File: src/logic/asp_defs.svh
`ifndef ASP_DEFS_SVH
`define ASP_DEFS_SVH

// Timing figures in ns, fastest grade
`define ASP_CLK_PERIOD_NS        5
`define ASP_READ_CYCLE_MIN_NS    10
`define ASP_ADDR_TO_DATA_MAX_NS  10
`define ASP_OE_TO_DATA_MAX_NS    5
`define ASP_OE_RELEASE_MAX_NS    5
`define ASP_WRITE_CYCLE_MIN_NS   10
`define ASP_SELECT_TO_WEND_NS    8
`define ASP_STROBE_PULSE_MIN_NS  7
`define ASP_LANE_TO_WEND_NS      7
`define ASP_ADDR_SETUP_WEND_NS   7
`define ASP_WDATA_SETUP_NS       5
`define ASP_STROBE_REL_MAX_NS    5

// Least times round up to whole cycles
`define ASP_CYC_UP(ns) (((ns) + `ASP_CLK_PERIOD_NS - 1) / `ASP_CLK_PERIOD_NS)

// Read data crosses two flops; one spare cycle keeps the first stage off the edge
`define ASP_SYNC_STAGES   2
`define ASP_SAMPLE_MARGIN 1

`define ASP_ADDR_W 15
`define ASP_DATA_W 16
`define ASP_CNT_W  4
`define ASP_ONE    4'h1
`define ASP_ZERO   4'h0

`endif

File: src/logic/asp_pkg.sv
package asp_pkg;
   typedef struct packed {
      logic        write;
      logic [1:0]  lane_n;
      logic [14:0] addr;
      logic [15:0] wdata;
   } asp_req_t;

   typedef struct packed {
      logic        sel_n;
      logic        we_n;
      logic        oe_n;
      logic        upper_byte_en_n;
      logic        lower_byte_en_n;
   } asp_ctl_t;

   typedef enum logic [3:0] {
      ST_IDLE  = 4'b0001,
      ST_READ  = 4'b0010,
      ST_WRITE = 4'b0100,
      ST_REC   = 4'b1000
   } asp_state_t;
endpackage : asp_pkg

File: src/logic/asp_sram_ctrl.sv
`timescale 1ns/1ps
`include "asp_defs.svh"

// Summary of operation
// Controller drives a 15-bit word address for every access.
// Memory data bus is 16 bits, input on writes, output on reads.
// Write strobe low with chip selected performs a write.
// Write strobe high with chip selected performs a read.
// Memory responds only while chip select is low.
// Upper byte enable gates bits 15..8, lower enable bits 7..0.
// Memory drives data only while output enable is low in a read.
// Output enable high floats memory data lines.
// Each read cycle lasts at least 10 ns.
// Read data valid 10 ns after address or select.
// Old read data held 3 ns after address change.
// Read data valid 5 ns after output enable falls.
// Lane data valid or floated 5 ns after byte enable change.
// Data released 5 ns after output enable rises.
// Released 5 ns after select rises; not driven before 3 ns after fall.
// Floated 5 ns after strobe falls; not driven before 3 ns after rise.
// Each write cycle lasts at least 10 ns.
// Select low 8 ns before write end, strobe low at least 7 ns.
// Byte enables asserted at least 7 ns before write end.
// Address stable 7 ns before write end, set up at start, held after.
// Write data valid 5 ns before write end, held after.
// Write spans overlap of select, strobe, lane; first rise ends it.
// No lanes enabled, or OE and strobe high, keeps data floated.
// Strobe pulse with OE low covers data setup plus release time.
module asp_sram_ctrl
   import asp_pkg::*;
#(
   parameter int READ_CYC  = `ASP_CYC_UP(`ASP_ADDR_TO_DATA_MAX_NS) + `ASP_SAMPLE_MARGIN
                             + `ASP_SYNC_STAGES,
   parameter int WRITE_CYC = `ASP_CYC_UP(`ASP_STROBE_PULSE_MIN_NS
                                         + `ASP_STROBE_REL_MAX_NS)
)(
   input  wire logic                   sys_clk,
   input  wire logic                   nrst,
   input  wire logic                   req_valid,
   input  wire asp_req_t               req,
   output logic                        req_ready,
   output logic                        rsp_valid,
   output logic [`ASP_DATA_W-1:0]      rsp_data,
   output logic [`ASP_ADDR_W-1:0]      word_addr,
   output asp_ctl_t                    ctl,
   output logic [`ASP_DATA_W-1:0]      data_bus_out,
   output logic                        data_bus_oe,
   input  wire logic [`ASP_DATA_W-1:0] data_bus_in
);
   // Counter wide enough for the longest access
   localparam int            CW       = `ASP_CNT_W;
   localparam logic [CW-1:0] RD_CNT   = CW'(READ_CYC);
   localparam logic [CW-1:0] WR_CNT   = CW'(WRITE_CYC);
   localparam asp_ctl_t      CTL_IDLE = '{
      sel_n:           1'h1,
      we_n:            1'h1,
      oe_n:            1'h1,
      upper_byte_en_n: 1'h1,
      lower_byte_en_n: 1'h1
   };

   // Sequence group: strobes, direction, handshake
   asp_state_t               state_r, state_nxt;
   logic [CW-1:0]            cnt_r, cnt_nxt;
   asp_ctl_t                 ctl_r, ctl_nxt;
   logic                     oe_r, oe_nxt;
   logic                     ready_r, ready_nxt;
   logic                     rsp_r, rsp_nxt;

   // Data group: captured request and read word
   logic [`ASP_ADDR_W-1:0]   addr_r, addr_nxt;
   logic [`ASP_DATA_W-1:0]   wdata_r, wdata_nxt;
   logic [`ASP_DATA_W-1:0]   rdata_r, rdata_nxt;

   // Pin synchroniser; only the second stage feeds logic
   logic [`ASP_DATA_W-1:0]   din_s1_r, din_s1_nxt;
   logic [`ASP_DATA_W-1:0]   din_s2_r, din_s2_nxt;

   // Events shared by the groups
   logic                     take;
   logic                     last_cyc;
   logic                     rd_done;

   assign take     = req_valid && ready_r && (state_r == ST_IDLE);
   assign last_cyc = (cnt_r == `ASP_ONE);
   assign rd_done  = (state_r == ST_READ) && last_cyc;

   always_comb begin
      state_nxt = state_r;
      cnt_nxt   = cnt_r;
      ctl_nxt   = ctl_r;
      oe_nxt    = oe_r;
      ready_nxt = ready_r;
      // Response is a one-cycle pulse
      rsp_nxt   = 1'h0;
      case (state_r)
         ST_IDLE: begin
            if (take) begin
               ready_nxt               = 1'h0;
               ctl_nxt.sel_n           = 1'h0;
               ctl_nxt.upper_byte_en_n = req.lane_n[1];
               ctl_nxt.lower_byte_en_n = req.lane_n[0];
               if (req.write) begin
                  // OE stays high so the memory never fights our drive
                  ctl_nxt.we_n = 1'h0;
                  ctl_nxt.oe_n = 1'h1;
                  oe_nxt       = 1'h1;
                  cnt_nxt      = WR_CNT;
                  state_nxt    = ST_WRITE;
               end else begin
                  ctl_nxt.we_n = 1'h1;
                  ctl_nxt.oe_n = 1'h0;
                  oe_nxt       = 1'h0;
                  cnt_nxt      = RD_CNT;
                  state_nxt    = ST_READ;
               end
            end
         end
         ST_READ: begin
            // Held past access time plus both sync stages; slower but safe
            cnt_nxt = cnt_r - `ASP_ONE;
            if (last_cyc) begin
               rsp_nxt   = 1'h1;
               ctl_nxt   = CTL_IDLE;
               cnt_nxt   = `ASP_ONE;
               state_nxt = ST_REC;
            end
         end
         ST_WRITE: begin
            cnt_nxt = cnt_r - `ASP_ONE;
            if (last_cyc) begin
               // All enables rise together; data and address held one more cycle
               ctl_nxt   = CTL_IDLE;
               cnt_nxt   = `ASP_ONE;
               state_nxt = ST_REC;
            end
         end
         ST_REC: begin
            // Bus turnaround; write data hold after write end
            oe_nxt    = 1'h0;
            ready_nxt = 1'h1;
            state_nxt = ST_IDLE;
         end
         default: begin
            state_nxt = ST_IDLE;
            ctl_nxt   = CTL_IDLE;
            oe_nxt    = 1'h0;
            ready_nxt = 1'h1;
         end
      endcase
   end

   always_ff @(posedge sys_clk) begin
      if (!nrst) begin
         state_r <= ST_IDLE;
         cnt_r   <= `ASP_ZERO;
         ctl_r   <= CTL_IDLE;
         oe_r    <= 1'h0;
         ready_r <= 1'h1;
         rsp_r   <= 1'h0;
      end else begin
         state_r <= state_nxt;
         cnt_r   <= cnt_nxt;
         ctl_r   <= ctl_nxt;
         oe_r    <= oe_nxt;
         ready_r <= ready_nxt;
         rsp_r   <= rsp_nxt;
      end
   end

   // Captured at take so the pins hold steady through the whole access
   always_comb begin
      addr_nxt  = addr_r;
      wdata_nxt = wdata_r;
      rdata_nxt = rdata_r;
      if (take) begin
         addr_nxt  = req.addr;
         wdata_nxt = req.wdata;
      end
      // Word stands until the next read completes
      if (rd_done) begin
         rdata_nxt = din_s2_r;
      end
   end

   always_ff @(posedge sys_clk) begin
      if (!nrst) begin
         addr_r  <= '0;
         wdata_r <= '0;
         rdata_r <= '0;
      end else begin
         addr_r  <= addr_nxt;
         wdata_r <= wdata_nxt;
         rdata_r <= rdata_nxt;
      end
   end

   always_comb begin
      din_s1_nxt = data_bus_in;
      din_s2_nxt = din_s1_r;
   end

   always_ff @(posedge sys_clk) begin
      if (!nrst) begin
         din_s1_r <= '0;
         din_s2_r <= '0;
      end else begin
         din_s1_r <= din_s1_nxt;
         din_s2_r <= din_s2_nxt;
      end
   end

   // Outputs come straight from registers
   assign req_ready    = ready_r;
   assign rsp_valid    = rsp_r;
   assign rsp_data     = rdata_r;
   assign word_addr    = addr_r;
   assign ctl          = ctl_r;
   assign data_bus_out = wdata_r;
   assign data_bus_oe  = oe_r;

endmodule : asp_sram_ctrl

File: config.mk
export PLATFORM = sky130hd
export DESIGN_NAME = asp_sram_ctrl
export DESIGN_NICKNAME = d
export VERILOG_FILES = /design/src/logic/asp_pkg.sv /design/src/logic/asp_sram_ctrl.sv
export VERILOG_INCLUDE_DIRS = /design/src /design/src/logic
export SDC_FILE = /design/constraint.sdc
export NUM_CORES = 1
export LEC_CHECK = 0
export ABC_CLOCK_PERIOD_IN_PS = 2600
export BUFFER_PORTS_ARGS = -buffer_cell sky130_fd_sc_hd__buf_4
export CAP_MARGIN = 5
export CORE_ASPECT_RATIO = 0.8
export CORE_MARGIN = 1.5
export CORE_UTILIZATION = 35
export DETAILED_ROUTE_END_ITERATION = 10
export HOLD_SLACK_MARGIN = 0.12
export PLACE_DENSITY = 0.66
export SLEW_MARGIN = 20
export SYNTH_ARGS = -nofsm -noshare
export SYNTH_HDL_FRONTEND = slang
export SYNTH_SLANG_ARGS = --single-unit
File: constraint.sdc
create_clock -name sys_clk -period 2.6 [get_ports sys_clk]
set_input_delay 0.13 -clock sys_clk [delete_from_list [all_inputs] [get_ports sys_clk]]
set_output_delay 0.13 -clock sys_clk [all_outputs]
set_load 0.01 [all_outputs]
* Word level (Yosys, flattened, before mapping)
Index checks and enable logic that the tools add are counted.
** Operators by class
- $add $sub $neg :: 1
- Equality and inequality tests :: 7
- Mux-type cells :: 18
- Bitwise gates (word level) :: 2
- Reductions and logical operators :: 10
** Operator list (number)
- $mux W4 :: 4
- $pmux W4 S2 :: 2
- $pmux W5 S3 :: 1
- $mux W5 :: 2
- $eq A4 B1 Y1 const B :: 2
- $reduce_and A2 Y1 :: 4
- $mux W3 :: 2
- $eq A4 B2 Y1 const B :: 1
- $eq A4 B3 Y1 const B :: 1
- $eq A4 B4 Y1 const B :: 1
- $mux W1 :: 4
- $pmux W1 S2 :: 2
- $sub A4 B1 Y4 const B :: 1
- $logic_and A1 B1 Y1 :: 3
- $reduce_and A3 Y1 :: 1
- $mux W2 :: 1
- $ne A2 B1 Y1 const B :: 1
- $ne A2 B2 Y1 const B :: 1
- $not A1 Y1 :: 2
- $reduce_bool A2 Y1 :: 1
- $reduce_or A2 Y1 :: 1
** Word-level totals
- Register bits after elaboration :: 95
- Input bits :: 53
- Output and inout port bits :: 55
- Logic and storage cells :: 53

* Longest topological paths before layout
- Depth after elaboration :: 4
- Depth in mapped cells :: 8
- Mapped depth without buffers :: 6

* Least setup slack after synthesis
Ideal clock, no wire load.
- Path kind :: register to register
- Start :: register cnt_r[0]
- End :: register rdata_r[10], in the netlist rsp_data[10]
- Library setup time :: 0.128 ns
- Arrival time :: 1.497 ns
- Data required time :: 2.472 ns
- Path slack :: 0.976 ns
- Stages on the path, launching flop included :: 8
- Buffers on the path :: 2
- Clock period less this slack :: 1.624 ns
- Path through :: dfxtp_1 -> ha_1 -> nor3b_1 -> nand4b_1 -> buf_2 -> buf_2 -> mux2i_1 -> nor2_1
** On the way
- Longest elaborated chain between the ends :: 2
** RTL lines
- start: declaration :: RTL line asp_sram_ctrl.sv:64 : logic [CW-1:0] cnt_r, cnt_nxt;
- start signal: assignment :: RTL line asp_sram_ctrl.sv:156 : cnt_r <= `ASP_ZERO;
- start signal: assignment :: RTL line asp_sram_ctrl.sv:163 : cnt_r <= cnt_nxt;
- $eq A4 B1 Y1 (no line)
- $logic_and A1 B1 Y1 :: RTL line asp_sram_ctrl.sv:86 : assign rd_done = (state_r == ST_READ) && last_cyc;
- end signal: assignment :: RTL line asp_sram_ctrl.sv:194 : rdata_r <= rdata_nxt;
- end: declaration :: RTL line asp_sram_ctrl.sv:73 : logic [`ASP_DATA_W-1:0] rdata_r, rdata_nxt;
Every way passes these cells.
A chain may end at the register's enable or synchronous reset.

* Worst setup path after layout
- Start :: register state_r[1]
- End :: register cnt_r[1]
** On the way
- Longest elaborated chain between the ends :: 4
- Elaborated cells between the ends (all ways) :: 9
- Those cells by class :: eq/ne (4); mux (1); reduce/logical (4)
** RTL lines
- start: declaration :: RTL line asp_sram_ctrl.sv:63 : asp_state_t state_r, state_nxt;
- start signal: assignment :: RTL line asp_sram_ctrl.sv:162 : state_r <= state_nxt;
- $eq A4 B2 Y1 (tied with other cells) :: RTL line asp_sram_ctrl.sv:96 : case (state_r)
- $reduce_or A2 Y1 (no line) / $logic_and A1 B1 Y1 (equally long branches)
- $reduce_bool A2 Y1 (no line) / $ne A2 B2 Y1 (equally long branches)
- $reduce_and A2 Y1 (no line)
Parallel ways exist; a longest one is shown, timed or not.

==> flow_summary.ini <==
[run_status]
status = finished clean

[sta]
rsz0062_at_grt = no
relSlewSlack_pct = 60.3
finalCritPeriodShare_pct = 72.3
finalHoldViolations = 0
tightestPinTransition_ps = 594
skew_ps = 8.70
final.setup.tns_ps = 0
fin_crit_ps = 1880
finalSetupViolCount = 0
slew_viol_final = 0
fmax_mhz = 532

[min_path]
whs_path_depth = 4
min_to = req_ready
min_from = req_valid
worstHoldPathType = in -> reg

[power]
finalPower_mw = 3.33
p_per_area_nw_per_um2 = 681
power_leakage_nw = 2.22
vdd_drop_max_mv = 0.427

[floorplanning]
die-area_um2 = 9870
fp.dieW_um = 111
rows = 31
core_area_um2 = 9040
ios = 108
initial_core_util_pct = 35.9
die_height_um = 89.2

[finish]
post-route-cell-area_um2 = 4890
drive_above_1_share_pct = 26.5
n_fill_cell = 789
nets = 544
insertedDiodeCount = 0
syn_to_final_growth_pct = 50.7

[route]
vias = 2770
routed_wl_um = 7440
route.detailed.drc = 0
via_per_inst = 4.55
ant_nets = 0
firstDrtPassIters = 4
wl_per_cell_um = 12.2
dr.first_iter.drc_count = 140

[setup_path]
r2r_end = cnt_r[1]
rr_worst_depth = 5
crit_path_end_kind = register
crit_slowest_cell = nor4b_4
r2r_slack_ps = 720
arrival_ps = 2110
worstPathCellList = nor4b_4, and2_1, buf_4, nand2b_1, o2111a_1
r2r-start = state_r[1]
worstSetupPathType = reg -> reg
cp_num_buf_inv = 1
crit_path_start_kind = register
crit_path_max_fanout = 34
worstPathRequired_ps = 2820
path_delay_family = simple AND/OR/NAND/NOR gates
cpPeakStageDelay_ps = 520

[global_routing]
grt_start_max_net_pins = 44
grt_pass1_vias = 2707
grtUsageTotal_pct = 15.4
antenna_found_initial = 0
grt_pass1_wl_um = 11900
grt-ovfl-total = 0

[cts]
clk_pin_slew_ps = 70
clk_latency_ps = 340
clkSinkCount = 95
clock-root-buffer = clkbuf_16
holdBufCountCts = 48
postCtsResizedCells = 0
postCtsSetupRepairBufs = 0
cts_tree = built
htree_levels = 3
cts_buffers = 9
cts.path.max_buffers = 2

[place]
gp_congestion = 0.843
place_area_um2 = 4110
io_buffers = 107
dp_hpwl_um = 4760

[yosys]
ys_ff_latch = 95
ys_types = 38
synth_top_area_share_pct = 58.6
ys_seq_area_share_pct = 58.6
yosysTopAreaCell = dfxtp_1
avgSynthCellArea_um2 = 9.55
netlist_instances = 340
netlist_area_um2 = 3250
ys_warn_count = 0
synth_area_leaders = dfxtp_1 (59%), nand2_1 (8.1%), and2_1 (6.7%)
synth_nets = 395

[job]
cap_violations = 0
[state kept, by name (all words and copies together) (netlist names)]
| signal | cells |
|---|---|
| ctl | 5 |
| data_bus_oe | 1 |
| state_r | 4 |
| cnt_r | 4 |
| din_s1_r | 16 |
| word_addr | 15 |
| rsp_valid | 1 |
| data_bus_out | 16 |
| req_ready | 1 |
| rsp_data | 16 |
| din_s2_r | 16 |
[power by group]
| group | internal [mW] | switching, mW | leakage (nW) |
|---|---|---|---|
| registers | 1.53 | 0.0416 | 0.779 |
| clock network | 0.763 | 0.564 | 0.146 |
| logic | 0.231 | 0.199 | 1.30 |
| total | 2.53 | 0.805 | 2.22 |
[synth_stat cells]
cell type	instances
nor4_1	2
dfxtp_1	95
nand3_1	2
nor2_1	21
buf_6	4
nor3b_1	1
mux2i_1	16
o21ai_0	8
and2_1	35
o2111a_1	1
nand4b_1	1
a22oi_1	2
buf_2	3
o211a_1	1
o211ai_1	1
nor4b_4	1
a21oi_2	1
ha_1	2
and4b_1	2
xor2_1	1
a31oi_1	1
clkbuf_1	13
a21oi_1	38
or3_1	1
or3b_2	1
o21ai_1	3
buf_4	1
nand3b_1	1
nor2b_1	1
and4_1	1
nor3_1	2
nor4b_1	1
inv_2	1
nand2b_1	1
nand2_1	70
or2_2	1
xnor2_1	1
inv_1	2
[area by class of cell]
class | instances | area, um2 | area share, %
multi-input cells | 221 | 1220 | 24.9
well taps | 115 | 144 | 2.94
inverters | 3 | 11.3 | 0.230
flip-flops and latches | 95 | 1900 | 38.9
clock buffers | 10 | 229 | 4.68
repair buffers | 159 | 1310 | 26.8
clock inverters | 6 | 75.1 | 1.53
[cells by family (layout without fill, tap and decap cells)]
family / count (synthesis) / count (layout) / share of synthesized area [%]
AND/OR/NAND/NOR: 145 / 145 / 21.9
flip-flops: 95 / 95 / 58.6
AO/OA/AOI/OAI: 56 / 56 / 9.36
buffers and inverters: 24 / 178 / 3.93
multiplexers: 16 / 16 / 4.93
adder cells (fa/ha/maj): 2 / 2 / 0.770
XOR/XNOR: 2 / 2 / 0.539
[worst min-delay path, delay by kind of cell]
| kind | cells | cell delay (ps) |
|---|---|---|
| compound gates | 2 | 140 |
| buf+inv | 1 | 110 |
| simple gates | 1 | 60 |
[per-stage QoR]
stage	worst slack, ps	std cells	hold WS [ps]	util [%]
6_report	719	609	136	54.1
5_1_grt	599	609	154	54.1
4_1_cts	714	609	127	54.1
3_5_place_dp	733	545	340	45.5
3_3_place_gp	807	545	337	45.5
2_1_floorplan	976	340	252	-
[cells in the final DEF, fill, tap and decap left out, types with 2 or more instances in the layout]
master | Yosys | layout
dfxtp_1 | 95 | 95
nand3_1 | 2 | 2
and4b_1 | 2 | 2
nand2_1 | 70 | 70
buf_4 | 1 | 111
inv_1 | 2 | 2
and2_1 | 35 | 35
clkbuf_16 | 0 | 9
nor2_1 | 21 | 21
ha_1 | 2 | 2
a21oi_1 | 38 | 38
mux2i_1 | 16 | 16
o21ai_1 | 3 | 3
dlygate4sd3_1 | 0 | 48
inv_6 | 0 | 3
o21ai_0 | 8 | 8
nor4_1 | 2 | 2
nor3_1 | 2 | 2
a22oi_1 | 2 | 2
[how the worst max path moves through the flow]
stage,depth (start not counted),startpoint,slack [ps],end
after CTS,5,state_r[1],710,cnt_r[1]
after global placement,5,state_r[1],810,cnt_r[1]
final,5,state_r[1],720,cnt_r[1]
after detailed placement,5,state_r[1],730,cnt_r[1]
after floorplan,7,cnt_r[0],980,rsp_data[10]
after global routing,5,state_r[1],600,cnt_r[1]
[layer usage]
metal	track usage, %	up-vias	share of wire, %
met3	6.31	8	8.0
met1	16.9	1251	44
met5	0	-	0
li1	-	1410	-
met2	26.8	101	47
met4	6.53	0	1.1
Power figures use the tool's default switching activity.
